[src/include/sdt_pkg.sv]
// package: register map, field positions, reset values and states of the touch counter
package sdt_pkg;
   // -------------------------------------------------
   // register word offsets (avalon word index)
   // -------------------------------------------------
   localparam logic [3:0] ADDR_CTRL = 4'h0;
   localparam logic [3:0] ADDR_SEQ = 4'h1;
   localparam logic [3:0] ADDR_TIMER = 4'h2;
   localparam logic [3:0] ADDR_DELAY = 4'h3;
   localparam logic [3:0] ADDR_CNT_LO = 4'h4;
   localparam logic [3:0] ADDR_CNT_HI = 4'h5;
   localparam logic [3:0] ADDR_STAT = 4'h6;
   localparam logic [3:0] ADDR_COUNT = 4'h7;
   // -------------------------------------------------
   // sense_control_0 fields
   // -------------------------------------------------
   localparam int CTRL_EN_BIT = 0;
   localparam int CTRL_ONESHOT_BIT = 1;
   localparam int CTRL_INTSEL_BIT = 2;
   localparam int CTRL_SDMODE_BIT = 3;
   localparam int CTRL_SENSE_EN_BIT = 4;
   localparam int CTRL_PRSCLK_BIT = 5;
   localparam int CTRL_CHAIN_BIT = 6;
   localparam int CTRL_POSINT_BIT = 7;
   // -------------------------------------------------
   // sequencer register fields
   // -------------------------------------------------
   localparam int SEQ_DIV_LSB = 0;
   localparam int SEQ_DIV_MSB = 3;
   localparam int SEQ_LONG_BIT = 4;
   localparam logic [3:0] DIV_MAX = 4'h8;
   // -------------------------------------------------
   // reset values and seeds
   // -------------------------------------------------
   localparam logic [7:0] CTRL_RST = 8'h00;
   localparam logic [4:0] SEQ_RST = 5'h00;
   localparam logic [5:0] TIMER_RST = 6'h3f;
   localparam logic [5:0] DELAY_RST = 6'h00;
   localparam logic [11:0] LFSR_SEED = 12'h001;
   localparam logic [7:0] DIV_RST = 8'h00;
   // -------------------------------------------------
   // measurement state
   // -------------------------------------------------
   typedef enum logic [1:0] {
      SDT_IDLE = 2'b00,
      SDT_RUN = 2'b01,
      SDT_DONE = 2'b11
   } sdt_state_t;
endpackage
[src/core/sdt_touch_counter.sv]
// sigma-delta touch counter: control, sequencer, interval timer and avalon slave
`timescale 1ns/100ps
`default_nettype none
module sdt_touch_counter (
   // clock and reset
   input wire logic ref_clk_in,
   input wire logic rst_in,
   // avalon-mm slave
   input wire logic [3:0] avs_address_in,
   input wire logic avs_read_in,
   input wire logic avs_write_in,
   input wire logic [31:0] avs_writedata_in,
   input wire logic [3:0] avs_byteenable_in,
   output logic [31:0] avs_readdata_out,
   output logic avs_waitrequest_out,
   // analog front end
   input wire logic comparator_0_out_in,
   output logic sense_pin_gnd_out,
   output logic sense_pin_bus_out,
   output logic seq_bit_out,
   // events
   output logic block_event_out,
   output logic delay_event_out,
   output logic interval_tc_out
);
   // ------------------------------------------------
   // registers
   // ------------------------------------------------
   logic [7:0] ctrl_r;
   logic [4:0] seq_r;
   logic [5:0] timer_load_r;
   logic [5:0] delay_load_r;
   logic ack_r;
   logic [31:0] rdata_r;
   logic cmp_meta_r;
   logic cmp_sync_r;
   logic cmp_prev_r;
   logic en_d_r;
   logic [7:0] div_r;
   logic [11:0] lfsr_r;
   logic seq_tick;
   logic [5:0] timer_r;
   logic timer_run_r;
   logic start_r;
   logic tc_r;
   logic [5:0] delay_r;
   logic delay_run_r;
   logic delay_ev_r;
   logic [7:0] cnt_lo_r;
   logic [7:0] cnt_hi_r;
   logic frozen_r;
   logic capture_ev_r;
   logic ovf_ev_r;
   sdt_pkg::sdt_state_t state_r;
   logic enabled;
   logic sd_on;
   logic count_en;
   logic lo_wrap;
   logic trip;
   logic wr_ctrl;

   assign enabled = ctrl_r[sdt_pkg::CTRL_EN_BIT];
   assign sd_on = enabled & ctrl_r[sdt_pkg::CTRL_SDMODE_BIT];
   assign wr_ctrl = avs_write_in & ack_r & (avs_address_in == sdt_pkg::ADDR_CTRL)
      & avs_byteenable_in[0];
   // ------------------------------------------------
   // avalon slave: one wait cycle then acknowledge
   // ------------------------------------------------
   assign avs_waitrequest_out = (avs_read_in | avs_write_in) & ~ack_r;
   assign avs_readdata_out = rdata_r;

   always_ff @(posedge ref_clk_in) begin
      if (rst_in) begin
         ack_r <= 1'b0;
      end else begin
         ack_r <= (avs_read_in | avs_write_in) & ~ack_r;
      end
   end

   always_ff @(posedge ref_clk_in) begin
      if (rst_in) begin
         ctrl_r <= sdt_pkg::CTRL_RST;
         seq_r <= sdt_pkg::SEQ_RST;
         timer_load_r <= sdt_pkg::TIMER_RST;
         delay_load_r <= sdt_pkg::DELAY_RST;
      end else if (avs_write_in & ack_r & avs_byteenable_in[0]) begin
         case (avs_address_in)
            sdt_pkg::ADDR_CTRL: ctrl_r <= avs_writedata_in[7:0];
            sdt_pkg::ADDR_SEQ: seq_r <= avs_writedata_in[4:0];
            sdt_pkg::ADDR_TIMER: timer_load_r <= avs_writedata_in[5:0];
            sdt_pkg::ADDR_DELAY: delay_load_r <= avs_writedata_in[5:0];
            default: ;
         endcase
      end
   end

   // read data loaded in the wait cycle, then held until the next read
   always_ff @(posedge ref_clk_in) begin
      if (rst_in) begin
         rdata_r <= 32'h0000_0000;
      end else if (avs_read_in & ~ack_r) begin
         case (avs_address_in)
            sdt_pkg::ADDR_CTRL: rdata_r <= {24'h00_0000, ctrl_r};
            sdt_pkg::ADDR_SEQ: rdata_r <= {27'h000_0000, seq_r};
            sdt_pkg::ADDR_TIMER: rdata_r <= {26'h000_0000, timer_load_r};
            sdt_pkg::ADDR_DELAY: rdata_r <= {26'h000_0000, delay_load_r};
            sdt_pkg::ADDR_CNT_LO: rdata_r <= {24'h00_0000, cnt_lo_r};
            sdt_pkg::ADDR_CNT_HI: rdata_r <= {24'h00_0000, cnt_hi_r};
            sdt_pkg::ADDR_STAT: rdata_r <= {18'h0, timer_r, frozen_r,
               delay_ev_r, ovf_ev_r, capture_ev_r, start_r, cmp_sync_r, state_r};
            sdt_pkg::ADDR_COUNT: rdata_r <= {16'h0000, cnt_hi_r, cnt_lo_r};
            default: rdata_r <= 32'h0000_0000;
         endcase
      end
   end
   // ------------------------------------------------
   // comparator synchroniser
   // ------------------------------------------------
   always_ff @(posedge ref_clk_in) begin
      if (rst_in) begin
         cmp_meta_r <= 1'b0;
         cmp_sync_r <= 1'b0;
         cmp_prev_r <= 1'b0;
      end else begin
         cmp_meta_r <= comparator_0_out_in;
         cmp_sync_r <= cmp_meta_r;
         cmp_prev_r <= cmp_sync_r;
      end
   end
   assign trip = cmp_sync_r & ~cmp_prev_r;
   // ------------------------------------------------
   // prescaler and pseudo-random sequencer
   // ------------------------------------------------
   // free-running so the sequence phase is not tied to measurement start
   always_ff @(posedge ref_clk_in) begin
      if (rst_in) begin
         div_r <= sdt_pkg::DIV_RST;
      end else begin
         div_r <= div_r + 8'h01;
      end
   end
   // tick when the low div bits are all ones: divide by 2**div, div capped at DIV_MAX
   always_comb begin
      logic [3:0] dsel;
      dsel = seq_r[sdt_pkg::SEQ_DIV_MSB:sdt_pkg::SEQ_DIV_LSB];
      if (dsel > sdt_pkg::DIV_MAX) begin
         dsel = sdt_pkg::DIV_MAX;
      end
      seq_tick = ((div_r | ~((8'h01 << dsel) - 8'h01)) == 8'hff)
         || (dsel == 4'h0);
   end

   always_ff @(posedge ref_clk_in) begin
      if (rst_in) begin
         lfsr_r <= sdt_pkg::LFSR_SEED;
      end else if (seq_tick) begin
         if (seq_r[sdt_pkg::SEQ_LONG_BIT]) begin
            lfsr_r <= {lfsr_r[10:0], lfsr_r[11] ^ lfsr_r[10] ^ lfsr_r[9] ^ lfsr_r[3]};
         end else begin
            lfsr_r <= {4'h0, lfsr_r[6:0], lfsr_r[7] ^ lfsr_r[5] ^ lfsr_r[4] ^ lfsr_r[3]};
         end
      end
   end
   // ------------------------------------------------
   // sense pin phases
   // ------------------------------------------------
   always_ff @(posedge ref_clk_in) begin
      if (rst_in) begin
         seq_bit_out <= 1'b0;
         sense_pin_gnd_out <= 1'b0;
         sense_pin_bus_out <= 1'b0;
      end else begin
         seq_bit_out <= seq_r[sdt_pkg::SEQ_LONG_BIT] ? lfsr_r[11] : lfsr_r[7];
         if (enabled & ctrl_r[sdt_pkg::CTRL_SENSE_EN_BIT]) begin
            // break-before-make is left to the pad; phases never overlap here
            sense_pin_bus_out <= ctrl_r[sdt_pkg::CTRL_PRSCLK_BIT] ? ~seq_bit_out
               : div_r[0];
            sense_pin_gnd_out <= ctrl_r[sdt_pkg::CTRL_PRSCLK_BIT] ? seq_bit_out
               : ~div_r[0];
         end else begin
            sense_pin_bus_out <= 1'b0;
            sense_pin_gnd_out <= 1'b0;
         end
      end
   end
   // ------------------------------------------------
   // interval timer and delay counter
   // ------------------------------------------------
   always_ff @(posedge ref_clk_in) begin
      if (rst_in) begin
         en_d_r <= 1'b0;
      end else begin
         en_d_r <= enabled;
      end
   end

   always_ff @(posedge ref_clk_in) begin
      if (rst_in || !enabled) begin
         timer_r <= 6'h00;
         timer_run_r <= 1'b0;
         start_r <= 1'b0;
         tc_r <= 1'b0;
      end else if (!en_d_r) begin
         timer_r <= timer_load_r;
         timer_run_r <= 1'b1;
         start_r <= 1'b1;
         tc_r <= 1'b0;
      end else begin
         tc_r <= 1'b0;
         if (timer_run_r) begin
            if (timer_r == 6'h00) begin
               timer_run_r <= 1'b0;
               start_r <= 1'b0;
               tc_r <= 1'b1;
            end else begin
               timer_r <= timer_r - 6'h01;
            end
         end
      end
   end
   assign interval_tc_out = tc_r;

   always_ff @(posedge ref_clk_in) begin
      if (rst_in || !(enabled & ctrl_r[sdt_pkg::CTRL_SENSE_EN_BIT])) begin
         delay_r <= delay_load_r;
         delay_run_r <= 1'b1;
      end else if (delay_run_r) begin
         if (delay_r == 6'h00) begin
            delay_run_r <= 1'b0;
         end else begin
            delay_r <= delay_r - 6'h01;
         end
      end
   end
   // ------------------------------------------------
   // counters, state and events
   // ------------------------------------------------
   assign count_en = ctrl_r[sdt_pkg::CTRL_POSINT_BIT] ? (enabled & ~frozen_r)
      : (sd_on & cmp_sync_r & start_r & ~frozen_r);
   assign lo_wrap = (cnt_lo_r == 8'hff);

   always_ff @(posedge ref_clk_in) begin
      if (rst_in || !enabled) begin
         cnt_lo_r <= 8'h00;
         cnt_hi_r <= 8'h00;
      end else if (count_en) begin
         cnt_lo_r <= cnt_lo_r + 8'h01;
         if (lo_wrap & ctrl_r[sdt_pkg::CTRL_CHAIN_BIT]) begin
            cnt_hi_r <= cnt_hi_r + 8'h01;
         end
      end
   end

   always_ff @(posedge ref_clk_in) begin
      if (rst_in || !enabled) begin
         frozen_r <= 1'b0;
      end else if (trip & ctrl_r[sdt_pkg::CTRL_ONESHOT_BIT] & en_d_r) begin
         frozen_r <= 1'b1;
      end
   end

   always_ff @(posedge ref_clk_in) begin
      if (rst_in || !enabled) begin
         state_r <= sdt_pkg::SDT_IDLE;
      end else begin
         case (state_r)
            sdt_pkg::SDT_IDLE: state_r <= sdt_pkg::SDT_RUN;
            sdt_pkg::SDT_RUN: begin
               if (tc_r | frozen_r) begin
                  state_r <= sdt_pkg::SDT_DONE;
               end
            end
            sdt_pkg::SDT_DONE: state_r <= sdt_pkg::SDT_DONE;
            default: state_r <= sdt_pkg::SDT_IDLE;
         endcase
      end
   end

   // sticky; the set wins over the clear done by rewriting the control word
   always_ff @(posedge ref_clk_in) begin
      if (rst_in) begin
         capture_ev_r <= 1'b0;
         ovf_ev_r <= 1'b0;
         delay_ev_r <= 1'b0;
      end else begin
         capture_ev_r <= (trip & en_d_r) | (capture_ev_r & ~wr_ctrl);
         ovf_ev_r <= (count_en & lo_wrap & (cnt_hi_r == 8'hff))
            | (ovf_ev_r & ~wr_ctrl);
         delay_ev_r <= (delay_run_r & (delay_r == 6'h00)
            & enabled & ctrl_r[sdt_pkg::CTRL_SENSE_EN_BIT]) | (delay_ev_r & ~wr_ctrl);
      end
   end
   assign block_event_out = ctrl_r[sdt_pkg::CTRL_INTSEL_BIT] ? ovf_ev_r
      : capture_ev_r;
   assign delay_event_out = delay_ev_r;
endmodule // sdt_touch_counter
`default_nettype wire

[config.mk]
export PLATFORM = sky130hd
export DESIGN_NAME = sdt_touch_counter
export DESIGN_NICKNAME = d
export VERILOG_FILES = /design/src/include/sdt_pkg.sv /design/src/core/sdt_touch_counter.sv
export SDC_FILE = /design/constraint.sdc
export NUM_CORES = 1
export LEC_CHECK = 0
export CORE_ASPECT_RATIO = 1.1
export CORE_UTILIZATION = 29
export DETAILED_ROUTE_END_ITERATION = 6
export DONT_BUFFER_PORTS = 1
export SYNTH_ARGS = -nofsm -noshare
export SYNTH_HDL_FRONTEND = slang
export SYNTH_SLANG_ARGS = --single-unit
[constraint.sdc]
create_clock -name ref_clk_in -period 4.3 [get_ports ref_clk_in]
set_input_delay 0.215 -clock ref_clk_in [delete_from_list [all_inputs] [get_ports ref_clk_in]]
set_output_delay 0.215 -clock ref_clk_in [all_outputs]
set_load 0.1 [all_outputs]
==> summary.txt <==
=================================================================================
Pre-CTS setup slack                                                       1.89 ns
Finish-stage setup viols                                                        0
Share of synthesized registers carrying an async set or reset                   0
Clock Tree Buf Depth                                                            2
Run status                                                              completed
Met1 Use GR                                                                 0.174
Count of fill cells added during filler insertion                            1843
Latest clock arrival within the worst-skew pair                           0.35 ns
Top_reg_cell synth                                                   sky130_fd_sc_hd__dfxtp_1
Num CTS Buffers                                                                 9
Hold/Removal Path Class                                                    in2reg
Netlist area before placement                                            5110 um2
Data arrival time of the critical path                                    2.70 ns
Wire length of the first global-routing pass                              19.4 mm
Layout Cell Area excl Fill                                               5550 um2
Final global-route overflow total                                               0
Post-route fraction of the period consumed by the critical path             0.562
Number of enable-type register cells in the synthesized netlist                 6
Cell seen most often among critical-path stages                      sky130_fd_sc_hd__nor3_1
Cells along the critical path                                        nor3_1 > nand2b_1 > ha_1 > nor3_1 > o211ai_1 > a21oi_1 > o31a_1 > mux2i_1
Row count                                                                      50
HPWL after DPL                                                            8.52 mm
Leakage power summed over all cells                                       2.10 nW
Cell at the root of the clock tree                                   sky130_fd_sc_hd__clkbuf_16
Hold buffer count at cts                                                        5
Unique masters post-synth                                                      55
Clock-pin transition on the worst setup and hold timing paths             0.07 ns
Number of global-route vias before repair                                    3683
Largest net degree at the start of global routing                              57
Area of placed instances                                                 5200 um2
Final total power                                                         2.00 mW
Antenna diodes                                                                  0
CORE AREA                                                               17100 um2
Global placer's final weighted congestion                                   0.783
Final Hold Slack                                                       0.00816 ns
Proportion of layout cells with a drive suffix above 1                     0.0462
Antenna violation net count after detailed routing                              0
Global-route usage over all layers                                          0.139
Buffers and inverters on the worst path                                         0
Number of optimization iterations in the first detailed-route pass              4
Top library cells by usage in the layout, fill and taps aside        sky130_fd_sc_hd__dfxtp_1, sky130_fd_sc_hd__nor2_1, sky130_fd_sc_hd__nand2_1
Commonest non-fill, non-tap cell in the layout                       sky130_fd_sc_hd__dfxtp_1
Data required time at the worst endpoint                                  4.58 ns
Slowest library cell on the worst path                               sky130_fd_sc_hd__dfxtp_1
Util after Layout                                                           0.324
Slew at the pin with the worst max-slew slack                             1.14 ns
Worst clock skew                                                       0.00917 ns
PortBufs                                                                        0
Clock H-tree levels                                                             3
Crit. End Element                                                       flip-flop
Met3 track demand over resource                                            0.0493
Count of non-filler cells in the finished layout                              797
Post-DR wirelength/cell                                                   15.1 um
Starting utilization of the core area                                       0.298
Vias post-DR                                                                 3872
Cell Pwr Density                                                       360 nW/um2
Detailed Route Iter0 Violations                                               300
Critical path's largest stage delay                                       0.44 ns
Worst path top cell family by delay                                  compound AO/OA/AOI/OAI gates
Antenna violations before repair                                                0
Most utilized layer in the global route result                               met2
Placed Instances                                                              776
Number of max-slew violations in the final report                               0
Die area                                                                18200 um2
Sort of element at the start of the critical path                       flip-flop
Horiz. Die Dim                                                             129 um
Worst setup path class                                                    reg2reg
Via density per instance                                                     4.86
Area growth from synthesis to layout                                        8.67%
TritonCTS clock tree                                                         done
Worst-path maximum fanout                                                      10
Ports                                                                          84
Aggregate negative setup slack                                               0 ns
Post-detailed-route DRC marker count                                            0
Mean instance size in the synthesized netlist                            8.90 um2
Total of warnings raised by yosys                                               0
Buffer count from post-CTS setup fixing                                         0
Layout net count                                                              611
Routing usage on met2                                                       0.221
Seq/Total Area, Yosys                                                       0.431
Setup repair after global routing missed its margin                         false
Flop and latch count out of synthesis                                         107
Vertical die dimension                                                     141 um
Routed wire length                                                        12.0 mm
Headroom to the max-slew limit                                              0.241
Achievable clock frequency                                                414 MHz
Number of max-capacitance violations reported                                   0
Number of instances in the synthesized netlist                                574
Cells resized by post-CTS repair                                                0
Hold violation total from the final report                                      0
Post-route worst setup slack                                              1.88 ns
Maximum resistive drop on vdd                                          0.000242 V
CTS sink count                                                                107
Tmin final                                                                2.42 ns
=================================================================================
==> worst paths after layout <==
path / end / start / slack (ns) / cells past startpoint
max: lfsr_r[11]$_SDFFE_PP0P_ / seq_r[3]$_SDFFE_PP0P_ / 1.88 / 8
min: delay_load_r[2]$_SDFFE_PP0P_ / avs_writedata_in[2] / 0.008 / 2
max reg2reg: lfsr_r[11]$_SDFFE_PP0P_ / seq_r[3]$_SDFFE_PP0P_ / 1.88 / 8
min reg2reg: cmp_sync_r$_SDFF_PP0_ / cmp_meta_r$_SDFF_PP0_ / 0.45 / 1
==> state kept, by name, indices dropped and copies added (netlist names), 2 cells and up <==
signal,cells
avs_readdata_out,16
cnt_hi_r,8
cnt_lo_r,8
ctrl_r,8
delay_load_r,6
delay_r,6
div_r,8
lfsr_r,12
seq_r,5
state_r,2
timer_load_r,6
timer_r,6
==> where the power goes <==
group | leakage (nW) | total, mW | switching (mW) | internal, mW
combinational | 1.07 | 0.139 | 0.109 | 0.0298
clock | 0.139 | 0.813 | 0.364 | 0.450
sequential | 0.891 | 1.05 | 0.0363 | 1.01
==> layer usage <==
| metal | part of all wire | wire length (um) |
|---|---|---|
| met1 | 0.44 | 5290 |
| met2 | 0.46 | 5510 |
| met3 | 0.083 | 1000 |
| met4 | 0.020 | 239 |
| met5 | 0 | 0 |
==> layout make-up <==
cell class / instances / area [um2] / area share
clock buffer: 11 / 233 / 0.0419
clock inverter: 5 / 51.3 / 0.00924
inverter: 8 / 30.0 / 0.00541
multi-input combinational: 426 / 2670 / 0.481
sequential: 107 / 2200 / 0.397
tap: 234 / 293 / 0.0527
timing repair buffer: 6 / 75.1 / 0.0135
==> synthesized netlist by cell type, types with 5 or more instances <==
library cell | count | area share
sky130_fd_sc_hd__o21ai_0 | 17 | 0.017
sky130_fd_sc_hd__edfxtp_1 | 6 | 0.035
sky130_fd_sc_hd__nor3_1 | 19 | 0.019
sky130_fd_sc_hd__a22o_1 | 9 | 0.015
sky130_fd_sc_hd__clkbuf_1 | 18 | 0.013
sky130_fd_sc_hd__o21ai_1 | 6 | 0.0059
sky130_fd_sc_hd__nor2b_1 | 9 | 0.011
sky130_fd_sc_hd__nand3b_1 | 5 | 0.0073
sky130_fd_sc_hd__nand2_1 | 46 | 0.034
sky130_fd_sc_hd__and3_1 | 14 | 0.017
sky130_fd_sc_hd__buf_2 | 10 | 0.0098
sky130_fd_sc_hd__nand3_1 | 22 | 0.022
sky130_fd_sc_hd__mux2i_1 | 38 | 0.074
sky130_fd_sc_hd__a21oi_1 | 35 | 0.034
sky130_fd_sc_hd__a211oi_1 | 5 | 0.0073
sky130_fd_sc_hd__xor2_1 | 14 | 0.024
sky130_fd_sc_hd__ha_1 | 8 | 0.020
sky130_fd_sc_hd__a211o_1 | 6 | 0.010
sky130_fd_sc_hd__inv_1 | 8 | 0.0059
sky130_fd_sc_hd__dfxtp_1 | 101 | 0.40
sky130_fd_sc_hd__nor2_1 | 69 | 0.051
sky130_fd_sc_hd__buf_4 | 18 | 0.026
sky130_fd_sc_hd__xnor2_1 | 18 | 0.031
sky130_fd_sc_hd__nand2b_1 | 17 | 0.021
==> logic make-up after synthesis <==
group                      share of synthesized area
muxes                                         0.0789
xor gates and xnor gates                      0.0549
and+or+nand+nor                                0.218
other                                       0.000734
buffers and inverters                         0.0583
AOI/OAI and AO/OA                              0.139
adders and majority gates                     0.0196
DFF                                            0.431
(Power assumes the default switching activity.)
